`src/include/tuart_defines.svh`:
```
// constants of the triple serial port block
//
// Notes on behaviour
// RULE1: the primary port runs at 4800 to 921600 bps in nine steps and comes up at 115200 bps until another rate is loaded.
// RULE2: the log port runs at 115200, 3000000 or 6000000 bps, comes up at 6000000 bps and carries log output.
// RULE3: the primary port paces both directions with a request-to-send and clear-to-send pair shared with the host.
// RULE4: the module drives the primary clear-to-send line to tell the host whether it may send.
// RULE5: the host drives the primary request-to-send line into the module to show it is ready, wired straight, not crossed.
// RULE6: in sleep, a falling edge on the primary receive line raises a wake-up pulse when wake is enabled.
// RULE7: above 9600 bps the character that caused the wake-up is dropped and only the wake-up takes effect.
// RULE8: the host is advised to implement the flow-control handshake on the primary port.
// RULE9: every port frames one low start bit, eight data bits least significant first, no parity, one high stop bit, idle high.
`ifndef TUART_DEFINES_SVH
`define TUART_DEFINES_SVH

// ----------------------------------------------------------------
// clock and rates
// ----------------------------------------------------------------
`define TU_CLK_HZ 250000000
`define TU_DIV(b) (`TU_CLK_HZ / (b))
`define TU_BAUD_4800 4800
`define TU_BAUD_9600 9600
`define TU_BAUD_19200 19200
`define TU_BAUD_38400 38400
`define TU_BAUD_57600 57600
`define TU_BAUD_115200 115200
`define TU_BAUD_230400 230400
`define TU_BAUD_460800 460800
`define TU_BAUD_921600 921600
`define TU_BAUD_3M 3000000
`define TU_BAUD_6M 6000000

// ----------------------------------------------------------------
// selects, framing, ports
// ----------------------------------------------------------------
`define TU_MAIN_SEL_RST 4'h5
`define TU_MAIN_SEL_9600 4'h1
`define TU_LOG_SEL_RST 2'h2
`define TU_STOP_BIT 4'h9
`define TU_FIFO_WIDTH 8
`define TU_FIFO_DEPTH 32
`define TU_CTS_STOP_LEVEL 6'h1C
`define TU_PORT_MAIN 0
`define TU_PORT_LOG 1
`define TU_PORT_AUX 2
`define TU_SYNC_RTS 3

`endif

```
`src/include/tuart_pkg.sv`:
```
// types of the triple serial port block
package tuart_pkg;

   typedef struct packed {
      logic valid;
      logic [7:0] data;
   } tuart_byte_t;

   typedef struct packed {
      logic idle;
      logic [15:0] cnt;
      logic [3:0] bitNum;
      logic [8:0] shift;
      logic line;
   } tuart_tx_t;

   typedef struct packed {
      logic busy;
      logic [15:0] cnt;
      logic [3:0] bitNum;
      logic [7:0] shift;
      logic done;
      logic frameErr;
      logic [7:0] data;
   } tuart_rx_t;

   typedef struct packed {
      logic [3:0] sync1;
      logic [3:0] sync2;
      logic prevMainRx;
      logic [3:0] mainSel;
      logic [1:0] logSel;
      tuart_tx_t [2:0] tx;
      tuart_rx_t [2:0] rx;
      logic mainKeep;
      logic discard;
      logic ctsN;
      logic wakeIrq;
   } tuart_state_t;

endpackage

```
`src/rtl/tuart_fifo.sv`:
```
// receive buffer with registered output stage
`timescale 1ns/10ps
module tuart_fifo #(
   parameter int WIDTH = 8,
   parameter int DEPTH = 32
) (
   input wire logic clk_sys,
   input wire logic reset,
   input wire logic inValid,
   input wire logic [WIDTH-1:0] inData,
   output logic inReady,
   output logic outValid,
   output logic [WIDTH-1:0] outData,
   input wire logic outReady,
   output logic [$clog2(DEPTH):0] level
);
   localparam int AW = $clog2(DEPTH);

   typedef struct packed {
      logic [DEPTH-1:0][WIDTH-1:0] mem;
      logic [AW-1:0] wrPtr;
      logic [AW-1:0] rdPtr;
      logic [AW:0] count;
      logic outValid;
      logic [WIDTH-1:0] outData;
   } tuart_fifo_state_t;

   tuart_fifo_state_t s;
   tuart_fifo_state_t next_s;
   logic push;
   logic pop;

   assign inReady = (s.count != (AW+1)'(DEPTH));
   assign outValid = s.outValid;
   assign outData = s.outData;
   assign level = s.count;

   // ----------------------------------------------------------------
   // next state
   // ----------------------------------------------------------------
   always_comb begin
      next_s = s;
      push = inValid && inReady;
      pop = (!s.outValid || outReady) && (s.count != '0);
      if (push) begin
         next_s.mem[s.wrPtr] = inData;
         next_s.wrPtr = s.wrPtr + AW'(1);
      end
      if (s.outValid && outReady) begin
         next_s.outValid = 1'b0;
      end
      // output stage refills in the cycle it drains, so a steady reader sees no gaps
      if (pop) begin
         next_s.outData = s.mem[s.rdPtr];
         next_s.outValid = 1'b1;
         next_s.rdPtr = s.rdPtr + AW'(1);
      end
      next_s.count = s.count + (AW+1)'(push) - (AW+1)'(pop);
      if (reset) begin
         next_s = '0;
      end
   end

   always_ff @(posedge clk_sys) begin
      s <= next_s;
   end
endmodule // tuart_fifo

```
`src/rtl/tuart_top.sv`:
```
// three asynchronous serial ports: primary with flow control and wake, log, auxiliary
`timescale 1ns/10ps
`include "tuart_defines.svh"
module tuart_top (
   input wire logic clk_sys,
   input wire logic reset,
   input wire logic mainRxLine,
   output logic mainTxLine,
   output logic mainCtsN,
   input wire logic mainRtsN,
   input wire logic logPortReceiveLine,
   output logic logPortTransmitLine,
   input wire logic auxRxLine,
   output logic auxTxLine,
   input wire tuart_pkg::tuart_byte_t mainTxIn,
   output logic mainTxReady,
   input wire tuart_pkg::tuart_byte_t logTxIn,
   output logic logTxReady,
   input wire tuart_pkg::tuart_byte_t auxTxIn,
   output logic auxTxReady,
   output tuart_pkg::tuart_byte_t mainRxOut,
   input wire logic mainRxTake,
   output tuart_pkg::tuart_byte_t logRxOut,
   output tuart_pkg::tuart_byte_t auxRxOut,
   output logic [2:0] rxFrameErr,
   input wire logic [3:0] mainBaudSel,
   input wire logic mainBaudLoad,
   input wire logic [1:0] logBaudSel,
   input wire logic logBaudLoad,
   input wire logic sleepMode,
   input wire logic wakeEnable,
   output logic wakeIrq
);
   import tuart_pkg::*;

   tuart_state_t s;
   tuart_state_t next_s;
   logic [15:0] div [2:0];
   logic [2:0] txGo;
   logic [7:0] txData [2:0];
   logic [2:0] rxLine;
   logic fifoInReady;
   logic fifoOutValid;
   logic [7:0] fifoOutData;
   logic [5:0] fifoLevel;

   // ----------------------------------------------------------------
   // rate tables
   // ----------------------------------------------------------------
   function automatic logic [15:0] mainDiv(input logic [3:0] sel);
      logic [31:0] d;
      d = `TU_DIV(`TU_BAUD_115200);
      unique case (sel)
         4'h0: d = `TU_DIV(`TU_BAUD_4800);
         4'h1: d = `TU_DIV(`TU_BAUD_9600);
         4'h2: d = `TU_DIV(`TU_BAUD_19200);
         4'h3: d = `TU_DIV(`TU_BAUD_38400);
         4'h4: d = `TU_DIV(`TU_BAUD_57600);
         4'h5: d = `TU_DIV(`TU_BAUD_115200);
         4'h6: d = `TU_DIV(`TU_BAUD_230400);
         4'h7: d = `TU_DIV(`TU_BAUD_460800);
         4'h8: d = `TU_DIV(`TU_BAUD_921600);
         default: d = `TU_DIV(`TU_BAUD_115200);
      endcase
      return d[15:0];
   endfunction

   function automatic logic [15:0] logDiv(input logic [1:0] sel);
      logic [31:0] d;
      d = `TU_DIV(`TU_BAUD_6M);
      unique case (sel)
         2'h0: d = `TU_DIV(`TU_BAUD_115200);
         2'h1: d = `TU_DIV(`TU_BAUD_3M);
         default: d = `TU_DIV(`TU_BAUD_6M);
      endcase
      return d[15:0];
   endfunction

   // ----------------------------------------------------------------
   // framing engines
   // ----------------------------------------------------------------
   // integer division truncates: at 6 Mbps a bit lasts 41 cycles, 1.6 % fast
   function automatic tuart_tx_t txStep(input tuart_tx_t t, input logic go, input logic [7:0] d,
                                        input logic [15:0] dv);
      tuart_tx_t n;
      n = t;
      if (t.idle) begin
         if (go) begin
            n.idle = 1'b0;
            n.line = 1'b0; // RULE9
            n.shift = {1'b1, d};
            n.bitNum = 4'h0;
            n.cnt = dv - 16'h0001;
         end
      end else if (t.cnt != 16'h0000) begin
         n.cnt = t.cnt - 16'h0001;
      end else if (t.bitNum == `TU_STOP_BIT) begin
         n.idle = 1'b1;
         n.line = 1'b1;
      end else begin
         n.line = t.shift[0]; // RULE9
         n.shift = {1'b1, t.shift[8:1]};
         n.bitNum = t.bitNum + 4'h1;
         n.cnt = dv - 16'h0001;
      end
      return n;
   endfunction

   function automatic tuart_rx_t rxStep(input tuart_rx_t r, input logic line, input logic [15:0] dv);
      tuart_rx_t n;
      n = r;
      n.done = 1'b0;
      n.frameErr = 1'b0;
      if (!r.busy) begin
         if (!line) begin
            n.busy = 1'b1;
            n.cnt = {1'b0, dv[15:1]};
            n.bitNum = 4'h0;
         end
      end else if (r.cnt != 16'h0000) begin
         n.cnt = r.cnt - 16'h0001;
      end else if (r.bitNum == 4'h0) begin
         // a glitch shorter than half a bit is not a start bit
         if (line) begin
            n.busy = 1'b0;
         end else begin
            n.bitNum = 4'h1;
            n.cnt = dv - 16'h0001;
         end
      end else if (r.bitNum == `TU_STOP_BIT) begin
         n.busy = 1'b0;
         n.done = line; // RULE9
         n.frameErr = !line;
         if (line) begin
            n.data = r.shift;
         end
      end else begin
         n.shift = {line, r.shift[7:1]}; // RULE9
         n.bitNum = r.bitNum + 4'h1;
         n.cnt = dv - 16'h0001;
      end
      return n;
   endfunction

   // ----------------------------------------------------------------
   // per-port wiring
   // ----------------------------------------------------------------
   always_comb begin
      div[`TU_PORT_MAIN] = mainDiv(s.mainSel); // RULE1
      div[`TU_PORT_LOG] = logDiv(s.logSel); // RULE2
      div[`TU_PORT_AUX] = 16'(`TU_DIV(`TU_BAUD_115200));
      rxLine = s.sync2[2:0];
      txData[`TU_PORT_MAIN] = mainTxIn.data;
      txData[`TU_PORT_LOG] = logTxIn.data;
      txData[`TU_PORT_AUX] = auxTxIn.data;
      // a character is only started while the host holds its request line low
      txGo[`TU_PORT_MAIN] = mainTxIn.valid && !s.sync2[`TU_SYNC_RTS]; // RULE3 RULE5
      txGo[`TU_PORT_LOG] = logTxIn.valid;
      txGo[`TU_PORT_AUX] = auxTxIn.valid;
   end

   // ----------------------------------------------------------------
   // next state
   // ----------------------------------------------------------------
   always_comb begin
      next_s = s;
      next_s.sync1 = {mainRtsN, auxRxLine, logPortReceiveLine, mainRxLine};
      next_s.sync2 = s.sync1;
      next_s.prevMainRx = s.sync2[`TU_PORT_MAIN];

      // new rate takes effect at the next bit boundary; change it between characters
      if (mainBaudLoad) begin
         next_s.mainSel = mainBaudSel; // RULE1
      end
      if (logBaudLoad) begin
         next_s.logSel = logBaudSel; // RULE2
      end

      for (int p = 0; p < 3; p++) begin
         next_s.tx[p] = txStep(s.tx[p], txGo[p], txData[p], div[p]);
         next_s.rx[p] = rxStep(s.rx[p], rxLine[p], div[p]);
      end

      next_s.wakeIrq = sleepMode && wakeEnable && s.prevMainRx && !s.sync2[`TU_PORT_MAIN]; // RULE6

      // set wins over clear: a wake on the same cycle as a finishing character keeps the flag
      next_s.discard = (next_s.wakeIrq && (s.mainSel > `TU_MAIN_SEL_9600)) // RULE7
                       || (s.discard && !(s.rx[`TU_PORT_MAIN].busy && !next_s.rx[`TU_PORT_MAIN].busy));
      next_s.mainKeep = next_s.rx[`TU_PORT_MAIN].done && !s.discard; // RULE7

      // stop the host a few characters early, it may already have one in flight
      next_s.ctsN = (fifoLevel >= `TU_CTS_STOP_LEVEL); // RULE3 RULE4

      if (reset) begin
         next_s = '0;
         next_s.sync1 = '1;
         next_s.sync2 = '1;
         next_s.prevMainRx = 1'b1;
         next_s.mainSel = `TU_MAIN_SEL_RST; // RULE1
         next_s.logSel = `TU_LOG_SEL_RST; // RULE2
         next_s.ctsN = 1'b1;
         for (int p = 0; p < 3; p++) begin
            next_s.tx[p].idle = 1'b1;
            next_s.tx[p].line = 1'b1;
         end
      end
   end

   always_ff @(posedge clk_sys) begin
      s <= next_s;
   end

   // ----------------------------------------------------------------
   // primary receive buffer
   // ----------------------------------------------------------------
   // a character arriving while full is lost; flow control keeps that from happening
   tuart_fifo #(
      .WIDTH(`TU_FIFO_WIDTH),
      .DEPTH(`TU_FIFO_DEPTH)
   ) u_rxFifo (
      .clk_sys(clk_sys),
      .reset(reset),
      .inValid(s.mainKeep),
      .inData(s.rx[`TU_PORT_MAIN].data),
      .inReady(fifoInReady),
      .outValid(fifoOutValid),
      .outData(fifoOutData),
      .outReady(mainRxTake),
      .level(fifoLevel)
   );

   // ----------------------------------------------------------------
   // outputs
   // ----------------------------------------------------------------
   assign mainTxLine = s.tx[`TU_PORT_MAIN].line;
   assign logPortTransmitLine = s.tx[`TU_PORT_LOG].line;
   assign auxTxLine = s.tx[`TU_PORT_AUX].line;
   assign mainTxReady = s.tx[`TU_PORT_MAIN].idle;
   assign logTxReady = s.tx[`TU_PORT_LOG].idle;
   assign auxTxReady = s.tx[`TU_PORT_AUX].idle;
   assign mainCtsN = s.ctsN; // RULE4
   assign mainRxOut = '{valid: fifoOutValid, data: fifoOutData};
   assign logRxOut = '{valid: s.rx[`TU_PORT_LOG].done, data: s.rx[`TU_PORT_LOG].data};
   assign auxRxOut = '{valid: s.rx[`TU_PORT_AUX].done, data: s.rx[`TU_PORT_AUX].data};
   assign rxFrameErr = {s.rx[`TU_PORT_AUX].frameErr, s.rx[`TU_PORT_LOG].frameErr, s.rx[`TU_PORT_MAIN].frameErr};
   assign wakeIrq = s.wakeIrq; // RULE6
endmodule // tuart_top

```
`config.mk`:
```
export PLATFORM = sky130hd
export DESIGN_NAME = tuart_top
export DESIGN_NICKNAME = d
export VERILOG_FILES = /design/src/include/tuart_pkg.sv /design/src/rtl/tuart_fifo.sv /design/src/rtl/tuart_top.sv
export VERILOG_INCLUDE_DIRS = /design/src /design/src/include
export SDC_FILE = /design/constraint.sdc
export NUM_CORES = 1
export LEC_CHECK = 0
export BUFFER_PORTS_ARGS = -buffer_cell sky130_fd_sc_hd__buf_2
export CAP_MARGIN = 20
export CELL_PAD_IN_SITES_DETAIL_PLACEMENT = 0
export CELL_PAD_IN_SITES_GLOBAL_PLACEMENT = 2
export CORE_UTILIZATION = 38
export CTS_CLUSTER_SIZE = 28
export DETAILED_ROUTE_END_ITERATION = 8
export PLACE_DENSITY = 0.84
export SYNTH_ARGS = -nofsm -noshare
export SYNTH_HDL_FRONTEND = slang
export SYNTH_SLANG_ARGS = --single-unit
export TNS_END_PERCENT = 1
```
`constraint.sdc`:
```
create_clock -name clk_sys -period 3.65 [get_ports clk_sys]
set_clock_uncertainty 0.05 [all_clocks]
set_input_delay 0.365 -clock clk_sys [delete_from_list [all_inputs] [get_ports clk_sys]]
set_output_delay 0.365 -clock clk_sys [all_outputs]
set_load 0.02 [all_outputs]
```
Yosys cells after proc, flatten, opt, wreduce, memory -nomap -nowiden
Memory sizes are Yosys's and may differ from the RTL's. A register that Yosys moved wholly into a read port is not among the register bits. Cells that the tools add are included. W data, S select, Z words.

Muxes and demuxes: 74. Equal/unequal tests: 35. Add/subtract/negate cells: 18. Reduce and logical (&&, ||, !) cells: 58. Bitwise operators: 12. $lt $le $gt $ge: 5.

Operators with widths (number): $bwmux W256 (1); $mux W21 (9); $mux W31 (6); $sub A16 B1 Y16 const B (8); $mux W16 (6); $reduce_bool A16 Y1 (6); $mux W29 (3); $mux W28 (3); $mux W22 (3); $mux W20 (3); $mux W18 (3); $mux W14 (3); $bmux W8 S5 (1); $demux W8 S5 (1); $mux W10 (4); $mux W8 (5); $ne A2 B2 Y1 const B (14); $ne A3 B3 Y1 const B (9); $add A4 B1 Y4 const B (6); $eq A4 B4 Y1 const B (6); $pmux W12 S2 (1); $reduce_and A4 Y1 (6); $mux W1 (19); $reduce_and A3 Y1 (6); 24 further kinds (70).

Bits in registers: 509. Memory bits (read-only): 256. Input bits: 44. Output and inout bits: 38. Word-level logic and storage cells: 284. Memories kept: 1.

Memories: (no name shown) (depth 16, width 16, rd ports 1, clocked after memory_dff 1, write ports 0, RTL line tuart_top.sv:53) `unique case (sel)`.

Longest topological paths before layout
Gate-level depths: netlist (run 1).

Depth after elaboration: 10. Depth in mapped cells: 16. Depth with buffers taken out: 15.

Modules after synthesis
A second synthesis (run 1) with hierarchy kept.

Cells, all modules: 2671. Area total of the unflattened synthesis: 24622.4 um^2.

By module, submodules not included: tuart_fifo (cells an instance 1220, times used 1, area each 12559.5 um^2); tuart_top (cells an instance 1451, times used 1, area each 12062.8 um^2).

Worst setup path after synthesis (run 1)
No wires, ideal clock.

Path kind: register to register. From: register u_rxFifo.s, in the netlist u_rxFifo.level[2]. To: register u_rxFifo.s, in the netlist u_rxFifo.level[4]. Slack: 1003 ps. Stages on the path, launching flop included: 17. Path buffers: 1. Arrival: 2470 ps. Period minus slack after synthesis: 2647 ps. Cell sequence: dfxtp_1 inv_1 ha_1 and4_1 nor2b_1 clkbuf_1 ha_1 inv_1 ha_1 inv_1 fa_1 inv_1 a21oi_1 nor2_1 nor2_1 xor2_1 nor2_1.

RTL lines: from (decl) (RTL line tuart_fifo.sv:28) `tuart_fifo_state_t s;`; from (signal assigned) (RTL line tuart_fifo.sv:65) `s <= next_s;`; $reduce_bool A6 Y1 (RTL line tuart_fifo.sv:44) `pop = (!s.outValid || outReady) && (s.count != '0);`; $logic_and A1 B1 Y1 (RTL line tuart_fifo.sv:44); via u_rxFifo.pop (RTL line tuart_fifo.sv:31) `logic pop;`; $sub A6 B1 Y6 (RTL line tuart_fifo.sv:58) `next_s.count = s.count + (AW+1)'(push) - (AW+1)'(pop);`.

The timed path passes the listed nets, and every way through them passes these cells. A chain may end at the register's enable or synchronous reset.

Worst setup path after layout (run 1)
From: register s[28] in the netlist's numbering. To: register s[37] in the netlist's numbering.

Word-level cells in the longest chain between the ends: 3.

Ends and longest elaborated chain: from (decl) (RTL line tuart_top.sv:36) `tuart_state_t s;`; from (signal assigned) (RTL line tuart_top.sv:210) `s <= next_s;`; $sub A16 B1 Y16 / $reduce_bool A16 Y1 (equally long branches) (RTL line tuart_top.sv:121, tuart_top.sv:120); $mux W16 (tied with other cells) (RTL line tuart_top.sv:120) `end else if (r.cnt != 16'h0000) begin`; $mux W21 / $reduce_and A3 Y1 (equally long branches).

Several ways; a longest one is shown, not always the timed one.

==> reports/qor.yml, run 1 <==
run_status: "completed"
pwr-share-clk_pct: 40.6
maxSlewHeadroom_pct: 26.29
syn-cell-area_um2: 24430
h-tree-depth: 2
final_nets: 2972
worstSkewPairLatency_ns: 0.64
synth.distinct_cells: 85
cts.sinks: 525
drc: 0
design_area_um2: 27600
path_class: "reg2reg"
synth-seq-cells: 525
required_ns: 4.12
critical-path-top-delay-family: "simple AND/OR/NAND/NOR gates"
netlist.top_cell.by_area: "dfxtp_1"
die_h_um: 255.6
overflow: 0
synth-simple-area-share_pct: 22.21
cts_buffer_depth: 3
grt_pass1_vias: 20200
postCtsSetupBuffers: 0
power.internal_mw: 10.56
via_per_inst: 5.564
power_mw: 14.84
final_common_cell: "dfxtp_1"
setup_viol: 0
post_dp_cell_area_um2: 25390
yosysSeqAreaShare_pct: 43.02
gp_congestion: 0.8483
hpwl_um: 43800
p_switching_mw: 4.274
cp_cell_sequence: "or4_1, nor4b_4, nand2_2, a211oi_2, o21ai_0, o311ai_0"
areaGrowthSynthToFinish_pct: 12.97
rows: 92
power_switching_share_pct: 28.81
layout_common_cells: "dfxtp_1 (522), nand2_1 (409), a21oi_1 (354), nand3_1 (293), nor2_1 (217)"
grt_usage_pct: 20.22
power_density_nw_per_um2: 537.6
arrival_ns: 3.48
insertedDiodeCount: 0
irDropWorstVdd_v: 0.0003891
drtAntennaViolNets: 0
p_comb_share_pct: 17.4
initial_core_util_pct: 38.59
synthCells: 2907
grt_max_degree: 201
hold_buffers: 21
power_frac_seq_pct: 42.0
period_minus_slack_ns: 3.011
clkTransAtPathRegs_ns: 0.06
slew_viol_final: 0
first_iter_violations: 1596
avgRoutedWirePerCell_um: 17.89
synth_xor_area_share_pct: 2.330
synth_edf_count: 0
max_cap_viol_count: 0
placed_cells: 3642
firstDrtPassIters: 6
async_flop_share_pct: 0
cts_root_buffer: "clkbuf_16"
numCtsBuffers: 58
avgSynthCellArea_um2: 8.404
pin_count: 82
yosys-top-cells-area: "dfxtp_1 (43%), a21oi_1 (7.3%), nand2_1 (6.3%), nand3_1 (6.0%), mux4_2 (4.7%)"
crit_path_end_kind: "register"
antenna_found_initial: 0
syn_nets: 3000
synth_top_area_share_pct: 43.02
die_area_um2: 65310
cts_tree: "built"
crit_path_start_kind: "register"
core-area_um2: 63310
vias: 20990
muxShareOfSynthArea_pct: 8.405
rsz0062_at_grt: "false"
max_freq_mhz: 332.1
cpMaxStageDelayCell: "a211oi_2"
synth_top_family_by_area: "simple AND/OR/NAND/NOR gates"
tightest_slew_ns: 1.104
portBuffers: 81
post-route-period-util_pct: 82.49
synth_flop_cell: "dfxtp_1"
finalHoldViolCount: 0
chipWidth_um: 255.6
wl_um: 67510
leakagePower_nw: 9.595
critPathMaxStageDelay_ns: 0.77
yosys_warnings: 0
synth_fa_ha_area_share_pct: 2.540
cp_num_buf_inv: 0
critical_path.max_fanout: 15
grt_pass1_wl_um: 109200
min_path_type: "in2reg"
tns_ns: 0
drive_gt1_share_pct: 11.55
fin_cells: 3773
cts_resized: 0
synth_compound_area_share_pct: 16.08
[power groups by stage]
stage	clock (mW)	sequential, mW	combinational [mW]
floorplan	0	6.23	2.07
global placement	0	6.34	2.54
detailed placement	0	6.35	2.57
CTS	6.16	6.23	2.60
global route	6.44	6.26	2.87
finish	6.03	6.23	2.58
[synthesized netlist by cell type (7+ instances only)]
master / count
a211oi_1: 36
xnor2_1: 34
buf_2: 22
or4_1: 7
xor2_1: 31
ha_1: 48
and2_1: 16
a21oi_1: 354
o21a_1: 9
mux2i_1: 87
nand3b_1: 9
nand2_1: 409
or3_1: 16
o22ai_1: 12
o221ai_1: 9
nand4_1: 18
inv_1: 58
buf_4: 30
nor3b_1: 11
o21ai_0: 82
buf_1: 15
a32o_1: 9
nand3_1: 293
or2_2: 11
nor2_1: 218
nor3_1: 60
nand2b_1: 13
mux4_2: 51
a22oi_1: 61
nor4_1: 22
dfxtp_1: 525
nor2b_1: 13
a31oi_1: 18
clkbuf_1: 181
[final timing paths]
kind	slack, ns	start	cells past startpoint	end
setup / recovery	0.64	s[28]$_SDFFE_PP0P_	6	s[37]$_SDFFE_PP0P_
hold / removal	0.04	mainBaudLoad	3	s[216]$_SDFFE_PP1P_
setup reg to reg	0.64	s[28]$_SDFFE_PP0P_	6	s[37]$_SDFFE_PP0P_
hold reg to reg	0.35	s[225]$_SDFF_PP1_	1	rxLine[0]$_SDFF_PP1_
[through the flow]
stage	hold WS [ns]	setup slack, ns	utilization (%)
2_1_floorplan	0.3395	1.003	-
3_3_place_gp	0.3421	0.7766	40.11
3_5_place_dp	0.3432	0.6710	40.11
4_1_cts	0.009606	0.6632	43.57
5_1_grt	0.03836	0.4173	43.59
6_report	0.04372	0.6393	43.59
[layer usage]
layer | GRT usage, % | vias to the layer above | wire length (um)
met5 | 0 | - | 0
met4 | 5.905 | 0 | 1574
met3 | 3.674 | 107 | 3612
met2 | 32.92 | 508 | 31580
met1 | 27.24 | 10140 | 30740
li1 | - | 10240 | -
[cell families after synthesis]
family                   Yosys count
AND/OR/NAND/NOR                 1158
AO/OA/AOI/OAI                    658
flip-flops                       525
buffers and inverters            311
multiplexers                     141
XOR/XNOR                          65
adder cells (fa/ha/maj)           49
[flip-flops by register name, indices dropped and copies added (netlist names)]
register             count
u_rxFifo.s             266
u_rxFifo.level           6
auxTxReady               1
rxLine                   3
mainTxReady              1
wakeIrq                  1
u_rxFifo.outValid        1
mainTxLine               1
auxRxOut                 9
s                      196
div                     16
logPortTransmitLine      1
logRxOut                 9
auxTxLine                1
rxFrameErr               3
mainCtsN                 1
logTxReady               1
u_rxFifo.outData         8
[area by class of cell]
class                           count  area, um2
Fill cell                        6220      35710
Multi-Input combinational cell   2071      12640
Sequential cell                   525      10520
Clock buffer                       82       1672
Timing Repair Buffer              163       1184
Tap cell                          846       1059
Clock inverter                     26      306.5
Inverter                           60      225.2
[worst reg2reg max path: stages, from the launching register on]
cell and delay [ns]:
dfxtp_1 0.35, or4_1 0.66, nor4b_4 0.43, nand2_2 0.32
a211oi_2 0.77, o21ai_0 0.21, o311ai_0 0.12
Power figures use the tool's default switching activity.
==> run 2: changes to the inputs <==
==> constraint.sdc (replaced) <==
create_clock -name clk_sys -period 2.9 [get_ports clk_sys]
set_clock_uncertainty 0.05 [all_clocks]
set_input_delay 0.29 -clock clk_sys [delete_from_list [all_inputs] [get_ports clk_sys]]
set_output_delay 0.29 -clock clk_sys [all_outputs]
set_load 0.02 [all_outputs]
==> run 2 against run 1 <==
  * Total power rose by 25%
  * Critical path depth grew 2
  * Sequential share of layout area down 0.65 points
  * Combinational power increased by 32%
  * First-iteration DRC count rose by 1.4%
  * Flip-flop and latch count unchanged
  * Register-to-register slack got worse by 0.38 ns
  * Highest routed layer unchanged
==> reports/qor.yml, run 2 (synthesis gave the netlist of run 1 again) <==
drc: 0  # unchanged
largest_register: "u_rxFifo.s"
numCtsBuffers: 56  # -3.4%
overflow: 0  # unchanged
core-area_um2: 63310  # unchanged
final_common_cell: "dfxtp_1"
crit_path_end_kind: "register"
cts_root_buffer: "clkbuf_16"
cts_tree: "built"
tightest_slew_ns: 1.044  # -0.06041 ns
rows: 92  # unchanged
die_h_um: 255.6  # unchanged
final_nets: 3038  # +2.2%
arrival_ns: 3.06  # -0.42 ns
via_per_inst: 5.483  # -1.5%
layout_common_cells: "dfxtp_1 (523), nand2_1 (409), a21oi_1 (354), nand3_1 (293), nor2_1 (217)"
grt_max_degree: 110  # -45%
cp_cell_sequence: "inv_1, ha_1, or4b_2, nor2_1, nand3_1, nor3_4, mux2i_1, nor2_1"
rsz0062_at_grt: "false"
post-route-period-util_pct: 91.04  # +8.6 points
path_class: "reg2reg"
chipWidth_um: 255.6  # unchanged
largest_register_ffs: 266  # unchanged
cts.sinks: 525  # unchanged
post_dp_cell_area_um2: 25810  # +1.6%
pwr-share-clk_pct: 39.0  # -1.6 points
finalHoldViolCount: 0  # unchanged
initial_core_util_pct: 38.59  # unchanged
maxSlewHeadroom_pct: 30.27  # +4.0 points
die_area_um2: 65310  # unchanged
clkTransAtPathRegs_ns: 0.06  # about the same
required_ns: 3.32  # -0.80 ns
drtAntennaViolNets: 0  # unchanged
worstHoldStart: "mainBaudSel[2]"
leakagePower_nw: 9.846  # +2.6%
worstReg2RegStart: "s[65]$_SDFFE_PP0P_"
design_area_um2: 28080  # +1.7%
nFillCells: 6312  # +1.5%
antenna_found_initial: 0  # unchanged
h-tree-depth: 2  # unchanged
power_mw: 18.51  # +25%
postCtsSetupBuffers: 0  # unchanged
pin_count: 82  # unchanged
r2r_slack_ns: 0.26  # -0.38 ns
setup_viol: 0  # unchanged
period_minus_slack_ns: 2.640  # -0.3706 ns
portBuffers: 81  # unchanged
r2r-end: "logRxOut[6]$_SDFFE_PP0P_"
wl_um: 67500  # about the same
p_comb_share_pct: 18.4  # +1.0 points
grt_pass1_vias: 20230  # +0.16%
power_frac_seq_pct: 42.6  # +0.6 points
max_cap_viol_count: 0  # unchanged
vias: 21040  # +0.21%
holdPathStages: 4  # +1
r2r_cells: 8  # +2
cpMaxStageDelayCell: "or4b_2"
slew_viol_final: 0  # unchanged
tns_ns: 0  # unchanged
critical_path.max_fanout: 8  # -7
whs_endpoint: "div[4]$_DFF_P_"
first_iter_violations: 1618  # +1.4%
power_density_nw_per_um2: 659.2  # +23%
irDropWorstVdd_v: 0.0004327  # +11%
grt_usage_pct: 20.13  # -0.089 points
gp_congestion: 0.8560  # +0.91%
max_freq_mhz: 378.8  # +14%
power_switching_share_pct: 28.51  # -0.30 points
min_path_type: "in2reg"
worstSkewPairLatency_ns: 0.61  # -0.03 ns
crit_path_start_kind: "register"
power.internal_mw: 13.23  # +25%
firstDrtPassIters: 6  # unchanged
critPathMaxStageDelay_ns: 0.60  # -0.17 ns
run_status: "completed"
grt_pass1_wl_um: 109300  # +0.15%
cts_buffer_depth: 3  # unchanged
hpwl_um: 44350  # +1.2%
p_switching_mw: 5.277  # +23%
areaGrowthSynthToFinish_pct: 14.92
insertedDiodeCount: 0  # unchanged
drive_gt1_share_pct: 12.50  # +0.96 points
crit_top_cell: "nor2_1"
avgRoutedWirePerCell_um: 17.59  # -1.7%
## run 2: cell types whose count changed in the layout (fill, tap and decap cells not counted), sizes merged
cell and change:
buf +49, dlygate4sd3 +20, clkinv -10, clkbuf +5, bufinv -2, clkinvlp +2
## run 2: power groups by stage
stage / sequential, mW / combinational (mW) / clock (mW)
finish: 7.88 / 3.41 / 7.22
global route: 7.92 / 3.77 / 7.73
CTS: 7.88 / 3.42 / 7.44
detailed placement: 8.04 / 3.36 / 0
global placement: 8.03 / 3.34 / 0
floorplan: 7.84 / 2.60 / 0
## run 2: per-stage QoR
step                cells  hold WS (ns)  utilization (%)  setup WS, ns
floorplan            2907        0.3395                -        0.2526
global placement     3692        0.3418            40.76        0.3080
detailed placement   3692        0.3464            40.76        0.2577
CTS                  3837       0.01740            44.35        0.2402
global route         3837       0.03557            44.35      0.007896
finish               3837       0.04365            44.35        0.2598
## run 2: area by class of cell
cell class	instances	area [um2]	share of cell area, %
flip-flops and latches	525	10520	37.45
clock buffers	88	1684	5.998
multi-input cells	2071	12640	45.01
well taps	846	1059	3.770
repair buffers	231	1782	6.346
clock inverters	16	175.2	0.6239
inverters	60	225.2	0.8022
## run 2: layer usage
metal  track usage [%]  vias to the layer above  wire, um
li1                  -                    10370         -
met1             27.71                    10110     31820
met4             5.639                        0      1475
met2             32.84                      465     31160
met5                 0                        -         0
met3             2.783                       89      3039
## run 2: worst max-delay path by stage
| stage | start | to | slack, ns | cells after the start |
|---|---|---|---|---|
| floorplan | u_rxFifo.level[2]$_SDFF_PP0_ | u_rxFifo.level[4]$_SDFF_PP0_ | 0.25 | 16 |
| global placement | s[28]$_SDFFE_PP0P_ | s[29]$_SDFFE_PP0P_ | 0.31 | 6 |
| detailed placement | s[65]$_SDFFE_PP0P_ | logRxOut[2]$_SDFFE_PP0P_ | 0.26 | 8 |
| CTS | s[65]$_SDFFE_PP0P_ | logRxOut[2]$_SDFFE_PP0P_ | 0.24 | 8 |
| global route | u_rxFifo.level[2]$_SDFF_PP0_ | u_rxFifo.level[4]$_SDFF_PP0_ | 0.008 | 15 |
| finish | s[65]$_SDFFE_PP0P_ | logRxOut[6]$_SDFFE_PP0P_ | 0.26 | 8 |
## run 2: repair_timing
| item | 4_1_cts | 5_1_grt |
|---|---|---|
| endpoints found under the hold margin | 61 | 0 |
| resized for setup | 0 | 0 |
| hold buffers | 41 | 0 |
## run 2: worst max-delay path: cells and delay by family, from the launching register on
kind | cells | cell delay [ns]
multiplexers | 1 | 0.26
flip-flops | 1 | 0.33
adder cells (fa/ha/maj) | 1 | 0.17
AND/OR/NAND/NOR | 5 | 1.57
buffers and inverters | 1 | 0.12
